<file path="config.mk">
export PLATFORM = sky130hd
export DESIGN_NAME = dsbwd_decoder
export DESIGN_NICKNAME = d
export VERILOG_FILES = /design/src/dsbwd_pkg.sv /design/src/dsbwd_bank_decode.sv /design/src/dsbwd_rom_window.sv /design/src/dsbwd_decoder.sv
export SDC_FILE = /design/constraint.sdc
export NUM_CORES = 2
export LEC_CHECK = 0
export ABC_AREA = 1
export BUFFER_PORTS_ARGS = -buffer_cell sky130_fd_sc_hd__buf_4
export CAP_MARGIN = 20
export CORE_MARGIN = 4
export CORE_UTILIZATION = 29
export DETAILED_ROUTE_END_ITERATION = 8
export PLACE_DENSITY = 0.46
export SLEW_MARGIN = 20
export SYNTH_ARGS = -nofsm -noshare
export SYNTH_HDL_FRONTEND = slang
export SYNTH_SLANG_ARGS = --single-unit
</file>
<file path="constraint.sdc">
create_clock -name sys_clk -period 6.55 [get_ports sys_clk]
set_clock_uncertainty 0.15 [all_clocks]
set_input_delay 1.31 -clock sys_clk [delete_from_list [all_inputs] [get_ports sys_clk]]
set_output_delay 1.31 -clock sys_clk [all_outputs]
set_load 0.005 [all_outputs]
</file>
<file path="src/dsbwd_pkg.sv">
// Package for the data space bank and window decoder.
// Assumes an 8-bit core data bus with 8-bit data-space addresses.
package dsbwd_pkg;
    // ============================================================
    // Data-space map
    localparam logic [7:0] DS_BANK_LO    = 8'h00;
    localparam logic [7:0] DS_BANK_HI    = 8'h3F;
    localparam logic [7:0] DS_WIN_LO     = 8'h40;
    localparam logic [7:0] DS_WIN_HI     = 8'h7F;
    localparam logic [7:0] DS_RAM_LO     = 8'h80;
    localparam logic [7:0] DS_RAM_HI     = 8'hBF;
    localparam logic [7:0] ADDR_WIN_REG  = 8'hC9;
    localparam logic [7:0] ADDR_BANK_REG = 8'hE8;
    localparam int         PAGE_BITS     = 6;
    localparam int         ROM_AW        = 14;

    // ============================================================
    // Bank select codes
    localparam logic [7:0] SEL_EE0  = 8'h01;
    localparam logic [7:0] SEL_EE1  = 8'h02;
    localparam logic [7:0] SEL_EE2  = 8'h03;
    localparam logic [7:0] SEL_EE3  = 8'h81;
    localparam logic [7:0] SEL_EE4  = 8'h82;
    localparam logic [7:0] SEL_EE5  = 8'h83;
    localparam logic [7:0] SEL_RAM2 = 8'h04;
    localparam logic [7:0] SEL_RAM3 = 8'h08;
    localparam logic [7:0] SEL_DDC0 = 8'h10;
    localparam logic [7:0] SEL_DDC1 = 8'h20;

    // Bank target classes
    typedef enum logic [3:0] {
        TGT_NONE = 4'h1,
        TGT_EE   = 4'h2,
        TGT_XRAM = 4'h4,
        TGT_DDC  = 4'h8
    } dsbwd_tgt_t;

    // Undefined-read filler
    localparam logic [7:0] UNDEF_BYTE = 8'hFF;
endpackage

</file>
<file path="src/dsbwd_bank_decode.sv">
// Decodes the bank select byte into a target memory and page.
// Assumes a stored select byte from the same clock domain.
module dsbwd_bank_decode
    import dsbwd_pkg::*;
(
    // Select byte
    input  wire logic [7:0] bankSel,
    // Decoded target
    output dsbwd_tgt_t      tgt,
    output logic [2:0]      page
);
    // ============================================================
    // Code table
    always_comb begin
        tgt  = TGT_NONE;
        page = 3'h0;
        unique case (bankSel)
            SEL_EE0:  begin tgt = TGT_EE;   page = 3'h0; end
            SEL_EE1:  begin tgt = TGT_EE;   page = 3'h1; end
            SEL_EE2:  begin tgt = TGT_EE;   page = 3'h2; end
            SEL_EE3:  begin tgt = TGT_EE;   page = 3'h3; end
            SEL_EE4:  begin tgt = TGT_EE;   page = 3'h4; end
            SEL_EE5:  begin tgt = TGT_EE;   page = 3'h5; end
            SEL_RAM2: begin tgt = TGT_XRAM; page = 3'h0; end
            SEL_RAM3: begin tgt = TGT_XRAM; page = 3'h1; end
            SEL_DDC0: begin tgt = TGT_DDC;  page = 3'h0; end
            SEL_DDC1: begin tgt = TGT_DDC;  page = 3'h1; end
            default:  begin tgt = TGT_NONE; page = 3'h0; end
        endcase
    end
endmodule

</file>
<file path="src/dsbwd_rom_window.sv">
// Forms the program ROM byte address for data ROM window reads.
// Assumes the ROM array answers with combinational read data.
module dsbwd_rom_window
    import dsbwd_pkg::*;
(
    // Inputs
    input  wire logic [7:0]        winBase,
    input  wire logic [7:0]        dsAddr,
    // ROM address
    output logic [ROM_AW-1:0]      romAddr
);
    logic [15:0] fullAddr;

    // Window base on top, low six address bits below
    always_comb begin
        fullAddr = {2'b00, winBase, dsAddr[PAGE_BITS-1:0]};
        romAddr  = fullAddr[ROM_AW-1:0];
    end
endmodule

</file>
<file path="src/dsbwd_decoder.sv">
// Data space bank and window decoder: maps core data accesses to RAM,
// banked RAM/EEPROM pages and the program ROM window.
// Assumes core read/write strobes last one cycle and arrays answer reads
// combinationally; all signals on sys_clk.
//
// Functional notes
// - Addresses 80h-BFh go straight to the 64-byte data RAM, whatever bank or window.
// - Addresses 00h-3Fh go to a 64-byte bank over extra RAM and all EEPROM, one page at a time.
// - Reads at 40h-7Fh return program ROM bytes through a read-only window.
// - The ROM address is the window base on top of the low six data address bits.
// - The window moves in 64-byte steps, and base zero covers ROM 000h-03Fh.
// - The window base is a write-only byte at C9h, unreadable and cleared to 00h at reset.
// - The bank select is a write-only byte at E8h, cleared to 00h at reset.
// - Bank select bits 5 and 4 each map one display-channel EEPROM page.
// - Bank select bits 3 and 2 each map one extra RAM page.
// - Bank select bits 7, 1 and 0 choose the general EEPROM page.
// - Codes 01h-03h, 81h-83h, 04h, 08h, 10h, 20h select the listed pages.
// - Write-only registers do not support bit set, clear or test.
module dsbwd_decoder
    import dsbwd_pkg::*;
#(
    parameter int RAM_DEPTH = 64,
    parameter int XRAM_DEPTH = 128,
    parameter int EE_DEPTH  = 384,
    parameter int DDC_DEPTH = 128
) (
    // Clock and reset
    input  wire logic               sys_clk,
    input  wire logic               resetn,
    // Core data bus
    input  wire logic [7:0]         coreAddr,
    input  wire logic [7:0]         coreWdata,
    input  wire logic               coreRd,
    input  wire logic               coreWr,
    input  wire logic               coreBitOp,
    output logic [7:0]              coreRdata,
    output logic                    coreHit,
    // Program ROM read port
    output logic [ROM_AW-1:0]       romAddr,
    output logic                    romRd,
    input  wire logic [7:0]         romRdata,
    // General EEPROM array port
    output logic [8:0]              eeAddr,
    output logic                    eeRd,
    output logic                    eeWr,
    output logic [7:0]              eeWdata,
    input  wire logic [7:0]         eeRdata,
    // Display-channel EEPROM array port
    output logic [6:0]              ddcAddr,
    output logic                    ddcRd,
    output logic                    ddcWr,
    output logic [7:0]              ddcWdata,
    input  wire logic [7:0]         ddcRdata
);
    // ============================================================
    // Storage
    logic [7:0] dataRam  [RAM_DEPTH];
    logic [7:0] extraRam [XRAM_DEPTH];

    logic [7:0]  winBase_r;
    logic [7:0]  winBase_nxt;
    logic [7:0]  bankSel_r;
    logic [7:0]  bankSel_nxt;
    logic [7:0]  rdData_r;
    logic [7:0]  rdData_nxt;
    logic        inBank;
    logic        inWin;
    logic        inRam;
    logic        regWr;
    dsbwd_tgt_t  tgt;
    logic [2:0]  page;
    logic [8:0]  pageAddr;

    function automatic logic inRange(input logic [7:0] a, input logic [7:0] lo,
                                     input logic [7:0] hi);
        return (a >= lo) && (a <= hi);
    endfunction

    // ============================================================
    // Decoders
    dsbwd_bank_decode u_bank (
        .bankSel (bankSel_r),
        .tgt     (tgt),
        .page    (page)
    );

    dsbwd_rom_window u_win (
        .winBase (winBase_r),
        .dsAddr  (coreAddr),
        .romAddr (romAddr)
    );

    // Region decode
    always_comb begin
        inBank   = inRange(coreAddr, DS_BANK_LO, DS_BANK_HI);
        inWin    = inRange(coreAddr, DS_WIN_LO, DS_WIN_HI);
        inRam    = inRange(coreAddr, DS_RAM_LO, DS_RAM_HI);
        pageAddr = {page, coreAddr[PAGE_BITS-1:0]};
        // Bit instructions are not honoured on write-only registers
        regWr    = coreWr && !coreBitOp;
    end

    // ============================================================
    // Write-only registers
    always_comb begin
        winBase_nxt = winBase_r;
        bankSel_nxt = bankSel_r;
        if (regWr && coreAddr == ADDR_WIN_REG) begin
            winBase_nxt = coreWdata;
        end
        if (regWr && coreAddr == ADDR_BANK_REG) begin
            bankSel_nxt = coreWdata;
        end
    end

    // Reset loads 00h into both registers; software must load them
    always_ff @(posedge sys_clk or negedge resetn) begin
        if (!resetn) begin
            winBase_r <= 8'h00;
            bankSel_r <= 8'h00;
        end else begin
            winBase_r <= winBase_nxt;
            bankSel_r <= bankSel_nxt;
        end
    end

    // ============================================================
    // Array strobes
    always_comb begin
        romRd    = coreRd && inWin;
        eeAddr   = pageAddr;
        eeRd     = coreRd && inBank && tgt == TGT_EE;
        eeWr     = coreWr && inBank && tgt == TGT_EE;
        eeWdata  = coreWdata;
        ddcAddr  = pageAddr[6:0];
        ddcRd    = coreRd && inBank && tgt == TGT_DDC;
        ddcWr    = coreWr && inBank && tgt == TGT_DDC;
        ddcWdata = coreWdata;
    end

    // RAM writes; window area and registers are never written
    always_ff @(posedge sys_clk) begin
        if (coreWr && inRam) begin
            dataRam[coreAddr[PAGE_BITS-1:0]] <= coreWdata;
        end
        if (coreWr && inBank && tgt == TGT_XRAM) begin
            extraRam[pageAddr[6:0]] <= coreWdata;
        end
    end

    // ============================================================
    // Read data mux, registered
    always_comb begin
        rdData_nxt = rdData_r;
        if (coreRd) begin
            rdData_nxt = UNDEF_BYTE;
            if (inRam) begin
                rdData_nxt = dataRam[coreAddr[PAGE_BITS-1:0]];
            end else if (inWin) begin
                rdData_nxt = romRdata;
            end else if (inBank) begin
                unique case (tgt)
                    TGT_EE:   rdData_nxt = eeRdata;
                    TGT_DDC:  rdData_nxt = ddcRdata;
                    TGT_XRAM: rdData_nxt = extraRam[pageAddr[6:0]];
                    TGT_NONE: rdData_nxt = UNDEF_BYTE;
                endcase
            end
        end
    end

    always_ff @(posedge sys_clk or negedge resetn) begin
        if (!resetn) begin
            rdData_r <= 8'h00;
        end else begin
            rdData_r <= rdData_nxt;
        end
    end

    // Outputs
    always_comb begin
        coreRdata = rdData_r;
        coreHit   = inBank || inWin || inRam || coreAddr == ADDR_WIN_REG
                    || coreAddr == ADDR_BANK_REG;
    end
endmodule

</file>
=== After elaboration in Yosys (flattened, before gate mapping) ===
Memories as Yosys holds them, arrays and structs flattened.
Cells that the tools add are included.

* Flip-flop bits (word level): 24
* RAM bits: 1536
* Input bits: 45
* Output and inout bits: 60
* Logic and storage cells: 61
* Memories: 2

{| class="wikitable"
|+ Memory list
! name !! words !! bits a word !! read ports !! clocked after memory_dff !! wr ports !! RTL line !! RTL
|-
| extraRam || 128 || 8 || 1 || 0 || 1 || dsbwd_decoder.sv:58 || <nowiki>logic [7:0] extraRam [XRAM_DEPTH];</nowiki>
|-
| dataRam || 64 || 8 || 1 || 0 || 1 || dsbwd_decoder.sv:57 || <nowiki>logic [7:0] dataRam [RAM_DEPTH];</nowiki>
|}

* Order comparisons: 6
* Equality and inequality tests: 16
* Multiplexer cells: 10
* Reductions and logical operators: 24

{| class="wikitable"
|+ Operators with widths
! operator !! count
|-
| 8-bit equality test, second input constant || 5
|-
| 8-bit one-hot mux with 4 select lines || 1
|-
| 8-bit 2-to-1 mux || 3
|-
| 8-bit by 2-bit equality test with 1-bit output, second input constant || 2
|-
| 1-bit logical AND || 15
|-
| 3-bit one-hot mux with 5 select lines || 1
|-
| 4-bit one-hot mux with 3 select lines || 1
|-
| 8-bit by 1-bit equality test with 1-bit output, second input constant || 1
|-
| 8-bit by 3-bit equality test with 1-bit output, second input constant || 1
|-
| 8-bit by 4-bit equality test with 1-bit output, second input constant || 1
|-
| 8-bit by 5-bit equality test with 1-bit output, second input constant || 1
|-
| 8-bit by 6-bit equality test with 1-bit output, second input constant || 1
|-
| 8-bit by 1-bit greater-or-equal comparator with 1-bit output, second input constant || 1
|-
| 8-bit by 7-bit greater-or-equal comparator with 1-bit output, second input constant || 1
|-
| 8-bit greater-or-equal comparator, second input constant || 1
|-
| 8-bit by 6-bit less-or-equal comparator with 1-bit output, second input constant || 1
|-
| 8-bit by 7-bit less-or-equal comparator with 1-bit output, second input constant || 1
|-
| 8-bit less-or-equal comparator, second input constant || 1
|-
| 6-bit OR reduction || 1
|-
| 4-bit by 1-bit equality test with 1-bit output, second input constant || 1
|-
| 4-bit by 2-bit equality test with 1-bit output, second input constant || 1
|-
| 4-bit by 3-bit equality test with 1-bit output, second input constant || 1
|-
| 4-bit equality test, second input constant || 1
|-
| 1-bit logical OR || 4
|-
| 4 further kinds || 8
|}

=== Logic depth before layout (Yosys ltp) ===
* Depth after elaboration: 8
* Gate-level depth with buffers: 19
* Mapped depth without buffers: 16

=== By module ===
A second synthesis with hierarchy kept.

* Cells, all modules: 5857
* Area total of the unflattened synthesis: 64614.5 µm²

{| class="wikitable"
|+ By module, submodules not included
! module !! instances !! cells each !! area an instance (µm²) !! sequential area each (µm²)
|-
| dsbwd_decoder || 1 || 5791 || 64272.9 || 46724.8
|-
| dsbwd_bank_decode || 1 || 52 || 236.5 || 0.0
|-
| dsbwd_rom_window || 1 || 14 || 105.1 || 0.0
|}

=== Least setup slack after synthesis ===
No wires, ideal clock.

* Path type: in2out
* Start point: in coreAddr[0]
* End point: out coreHit
* Arrival: 2.397 ns
* Data required time: 5.090 ns
* Path slack: 2.693 ns
* Stages: 7
* Buffers on the path: 4
* Path through: buf_2 > inv_2 > buf_6 > buf_2 > buf_4 > nor3_2 > or3_1

* Longest elaborated chain between the ends: 6
* Elaborated cells between the ends (all ways): 15
* Classes of those cells: 6 x order compare; 2 x eq/ne; 7 x reduce/logical

{| class="wikitable"
|+ RTL lines
! element !! RTL line !! RTL
|-
| start: declaration || dsbwd_decoder.sv:31 || <nowiki>input wire logic [7:0] coreAddr,</nowiki>
|-
| 8-bit by 1-bit greater-or-equal comparator with 1-bit output, or another cell as far along || dsbwd_decoder.sv:76 || <nowiki>return (a >= lo) && (a <= hi);</nowiki>
|-
| 1-bit logical AND || dsbwd_decoder.sv:76 ||
|-
| 1-bit logical OR (3 in series) || dsbwd_decoder.sv:183 || <nowiki>coreHit = inBank || inWin || inRam || coreAddr == ADDR_WIN_REG</nowiki>
|-
| 1-bit logical OR (*) || dsbwd_decoder.sv:184 || <nowiki>|| coreAddr == ADDR_BANK_REG;</nowiki>
|-
| end: declaration || dsbwd_decoder.sv:37 || <nowiki>output logic coreHit,</nowiki>
|}

Mark *: on every way between the ends. The rest lies on a longest branch, timed or not.

=== Worst setup path after layout ===
* Start point: in coreAddr[5]
* End point: out coreHit

Same word-level chain as after synthesis.

==> impl_metrics.tcl <==
set metrics [dict create \
    status "finished clean" \
    p_seq_frac 0.509 \
    clk_path_buf_depth 3 \
    clkPwrFrac 0.432 \
    p_comb_frac 0.058 \
    worstSetupPathType "input pin to output pin" \
    cts_made_buffers 170 \
    synth-simple-area-share 0.214 \
    setup_viol 0 \
    die_h_microns 484 \
    finalWirelength_microns 197000 \
    wl_per_cell_microns 21.0 \
    synthToLayoutAreaGrowth_pct 14.0 \
    hold_class "input pin to async pin" \
    overflow 0 \
    yosys-top-cells-area "edfxtp_1 (70%), nand2_1 (15%), nor2_1 (3.0%)" \
    die_w_microns 484 \
    nNetsFinal 6278 \
    cts_root_buffer "clkbuf_16" \
    grt_max_degree 168 \
    ant_nets 0 \
    synth.top_cell.area_share 0.702 \
    start_util 0.292 \
    cts.sinks 1560 \
    r2r_start "bankSel_r[6]" \
    netlist_area_sq_um 65700 \
    worst_pin_slew_ns 1.14 \
    synth_common_cells "nand2_1 (2663), edfxtp_1 (1536), nor2_1 (519), inv_1 (455), nand3_1 (288)" \
    drive_gt1_frac 0.0730 \
    peakVddDrop_uv 292 \
    r2r_slack_ns 2.79 \
    worstRegToRegCells 8 \
    synth_most_common_cell "nand2_1" \
    seq_area_frac_synth 0.712 \
    postCtsHoldBufs 0 \
    drt_pre_antenna_iters 5 \
    synthCells 6188 \
    grt_pass1_vias 42300 \
    ys_warn_count 0 \
    drcViolationCount 0 \
    h-tree-depth 4 \
    placed_cell_area_sq_um 69500 \
    synth_xor_area_frac 0.000133 \
    slew_headroom 0.238 \
    post_cts_buffers 0 \
    cts_tree "done" \
    p_leak_uw 0.0290 \
    design_area_sq_um 74900 \
    drv_cap 0 \
    final_max_slew_viol_count 0 \
    synthFlopType "edfxtp_1" \
    ys_seq_elements 1560 \
    critPathRequiredTime_ns 5.09 \
    synth_mux_area_frac 0 \
    num_vias 42600 \
    die_area_sq_um 234000 \
    crit_path_frequent_cell "buf_4" \
    core_area_sq_um 225000 \
    cp_cell_sequence "buf_4 > inv_1 > nor2_1 > inv_2 > nor3_1 > or3_1 > buf_4" \
    cp.arrival_ns 3.66 \
    gp_congestion 0.800 \
    switching_share 0.233 \
    synth_top_area_cell "edfxtp_1" \
    end_kind "output pin" \
    crit_path_max_fanout 19 \
    antenna_found_initial 1 \
    r2r_end "extraRam[94][6]" \
    ctsResizeCount 0 \
    crit_path_max_incr_delay_ns 0.54 \
    finalCritPeriodShare 0.782 \
    synth_top_family_by_area "simple AND/OR/NAND/NOR gates" \
    crit_path_top_delay_cell "nor3_1" \
    syn_nets 6233 \
    clock.fmax_mhz 195 \
    setup.worst_path.start_class "input pin" \
    clk_latency_ns 0.82 \
    tns_ns 0 \
    synth_fa_ha_area_frac 0 \
    vias_per_cell 4.54 \
    synthArstFlopShare 0.0154 \
    track_usage 0.165 \
    synthDistinctLibCells 34 \
    pin_count 105 \
    rsz0062_at_grt "false" \
    cellPowerDensity_nw_per_um2 288 \
    rows 174 \
    dp_hpwl_microns 115000 \
    hold_violations 0 \
    synth-compound-area-share 0.0219 \
    synth_edf_count 1536 \
    synth.avg_cell_area_sq_um 10.6 \
    clk_pin_slew_ns 0.06 \
    internal-power_uw 16500 \
    io_buffers 104 \
    post-route-min-period_ns 5.12 \
    grt_pass1_wl_microns 289000 \
    drt-initial-drc-count 3270 \
    p_sw_uw 5030 \
]
worst max-delay path: cells and delay by family:
kind	cells	cell delay, ns
and+or+nand+nor	3	1.22
buffers and inverters	4	1.08
routing by layer:
metal	wire [microns]	part of all wire	global-route usage
met1	87900	0.45	0.221
met2	94500	0.48	0.276
met3	8420	0.043	0.0223
met4	5960	0.030	0.0527
met5	0	0	0
cell usage in the layout, fill, tap and decap left out, types with 3 or more instances in the layout:
| cell | netlist | final |
|---|---|---|
| nand3_1 | 288 | 288 |
| edfxtp_1 | 1536 | 1536 |
| a22oi_1 | 19 | 19 |
| inv_2 | 6 | 5 |
| dfrtp_1 | 24 | 24 |
| clkbuf_16 | 0 | 172 |
| nor2_4 | 5 | 13 |
| nor3_1 | 13 | 13 |
| clkinvlp_4 | 0 | 3 |
| a21oi_1 | 95 | 95 |
| nand2_2 | 1 | 7 |
| inv_1 | 455 | 453 |
| clkbuf_1 | 93 | 35 |
| clkinv_16 | 0 | 5 |
| o21ai_0 | 115 | 115 |
| nand2_1 | 2663 | 2657 |
| bufinv_16 | 0 | 11 |
| o21ai_1 | 16 | 16 |
| nor2_1 | 519 | 515 |
| nand4_1 | 69 | 69 |
| or2_2 | 6 | 6 |
| inv_6 | 0 | 5 |
| clkinv_2 | 0 | 36 |
| clkbuf_8 | 0 | 9 |
| buf_12 | 0 | 13 |
| clkinv_1 | 3 | 44 |
| o21a_1 | 3 | 3 |
| buf_4 | 64 | 170 |
| o21bai_1 | 18 | 18 |
state kept, by name, summed over array words and instances (netlist names):
| register | count |
|---|---|
| extraRam | 1024 |
| dataRam | 512 |
| bankSel_r | 8 |
| coreRdata | 8 |
| winBase_r | 8 |
power by group through the flow:
| stage | combinational, uW | sequential (uW) | clock (uW) |
|---|---|---|---|
| 3_3_place_gp | 1280 | 11200 | 0 |
| 3_5_place_dp | 1280 | 11200 | 0 |
| 5_1_grt | 1390 | 11000 | 9970 |
| 6_report | 1260 | 11000 | 9330 |
| 2_1_floorplan | 641 | 11200 | 0 |
| 4_1_cts | 1280 | 11000 | 9540 |
how the worst max path moves through the flow:
stage,startpoint,end,slack (ns),depth (start not counted)
finish,coreAddr[5],coreHit,1.43,7
global route,coreAddr[5],coreHit,1.32,7
CTS,coreAddr[5],coreHit,1.36,7
detailed placement,coreAddr[5],coreHit,1.36,7
global placement,coreAddr[5],coreHit,1.46,7
floorplan,coreAddr[0],coreHit,2.69,7
cell type report:
cell class | instances | area [sq um]
multi-input combinational | 3844 | 15600
antenna | 1 | 2.50
clock buffer | 207 | 4440
fill | 22900 | 150000
sequential | 1560 | 46700
clock inverter | 104 | 948
timing repair buffer | 193 | 1680
tap | 2992 | 3740
inverter | 464 | 1760
stage by stage:
| step | util | std cells | hold WS, ns | total power [uW] | setup WS, ns |
|---|---|---|---|---|---|
| global route | 0.333 | 9364 | 0.225 | 22300 | 1.32 |
| global placement | 0.309 | 9053 | 0.335 | 12500 | 1.46 |
| CTS | 0.333 | 9364 | 0.181 | 21800 | 1.36 |
| floorplan | - | 6188 | 0.317 | 11800 | 2.69 |
| finish | 0.333 | 9365 | 0.248 | 21600 | 1.43 |
| detailed placement | 0.309 | 9053 | 0.331 | 12500 | 1.36 |
logic make-up after synthesis:
logic type / count (synthesis)
AND/OR/NAND/NOR: 3576
AO/OA/AOI/OAI: 267
XOR/XNOR: 1
flip-flops: 1560
buffers and inverters: 784
Power figures use the tool's default switching activity.
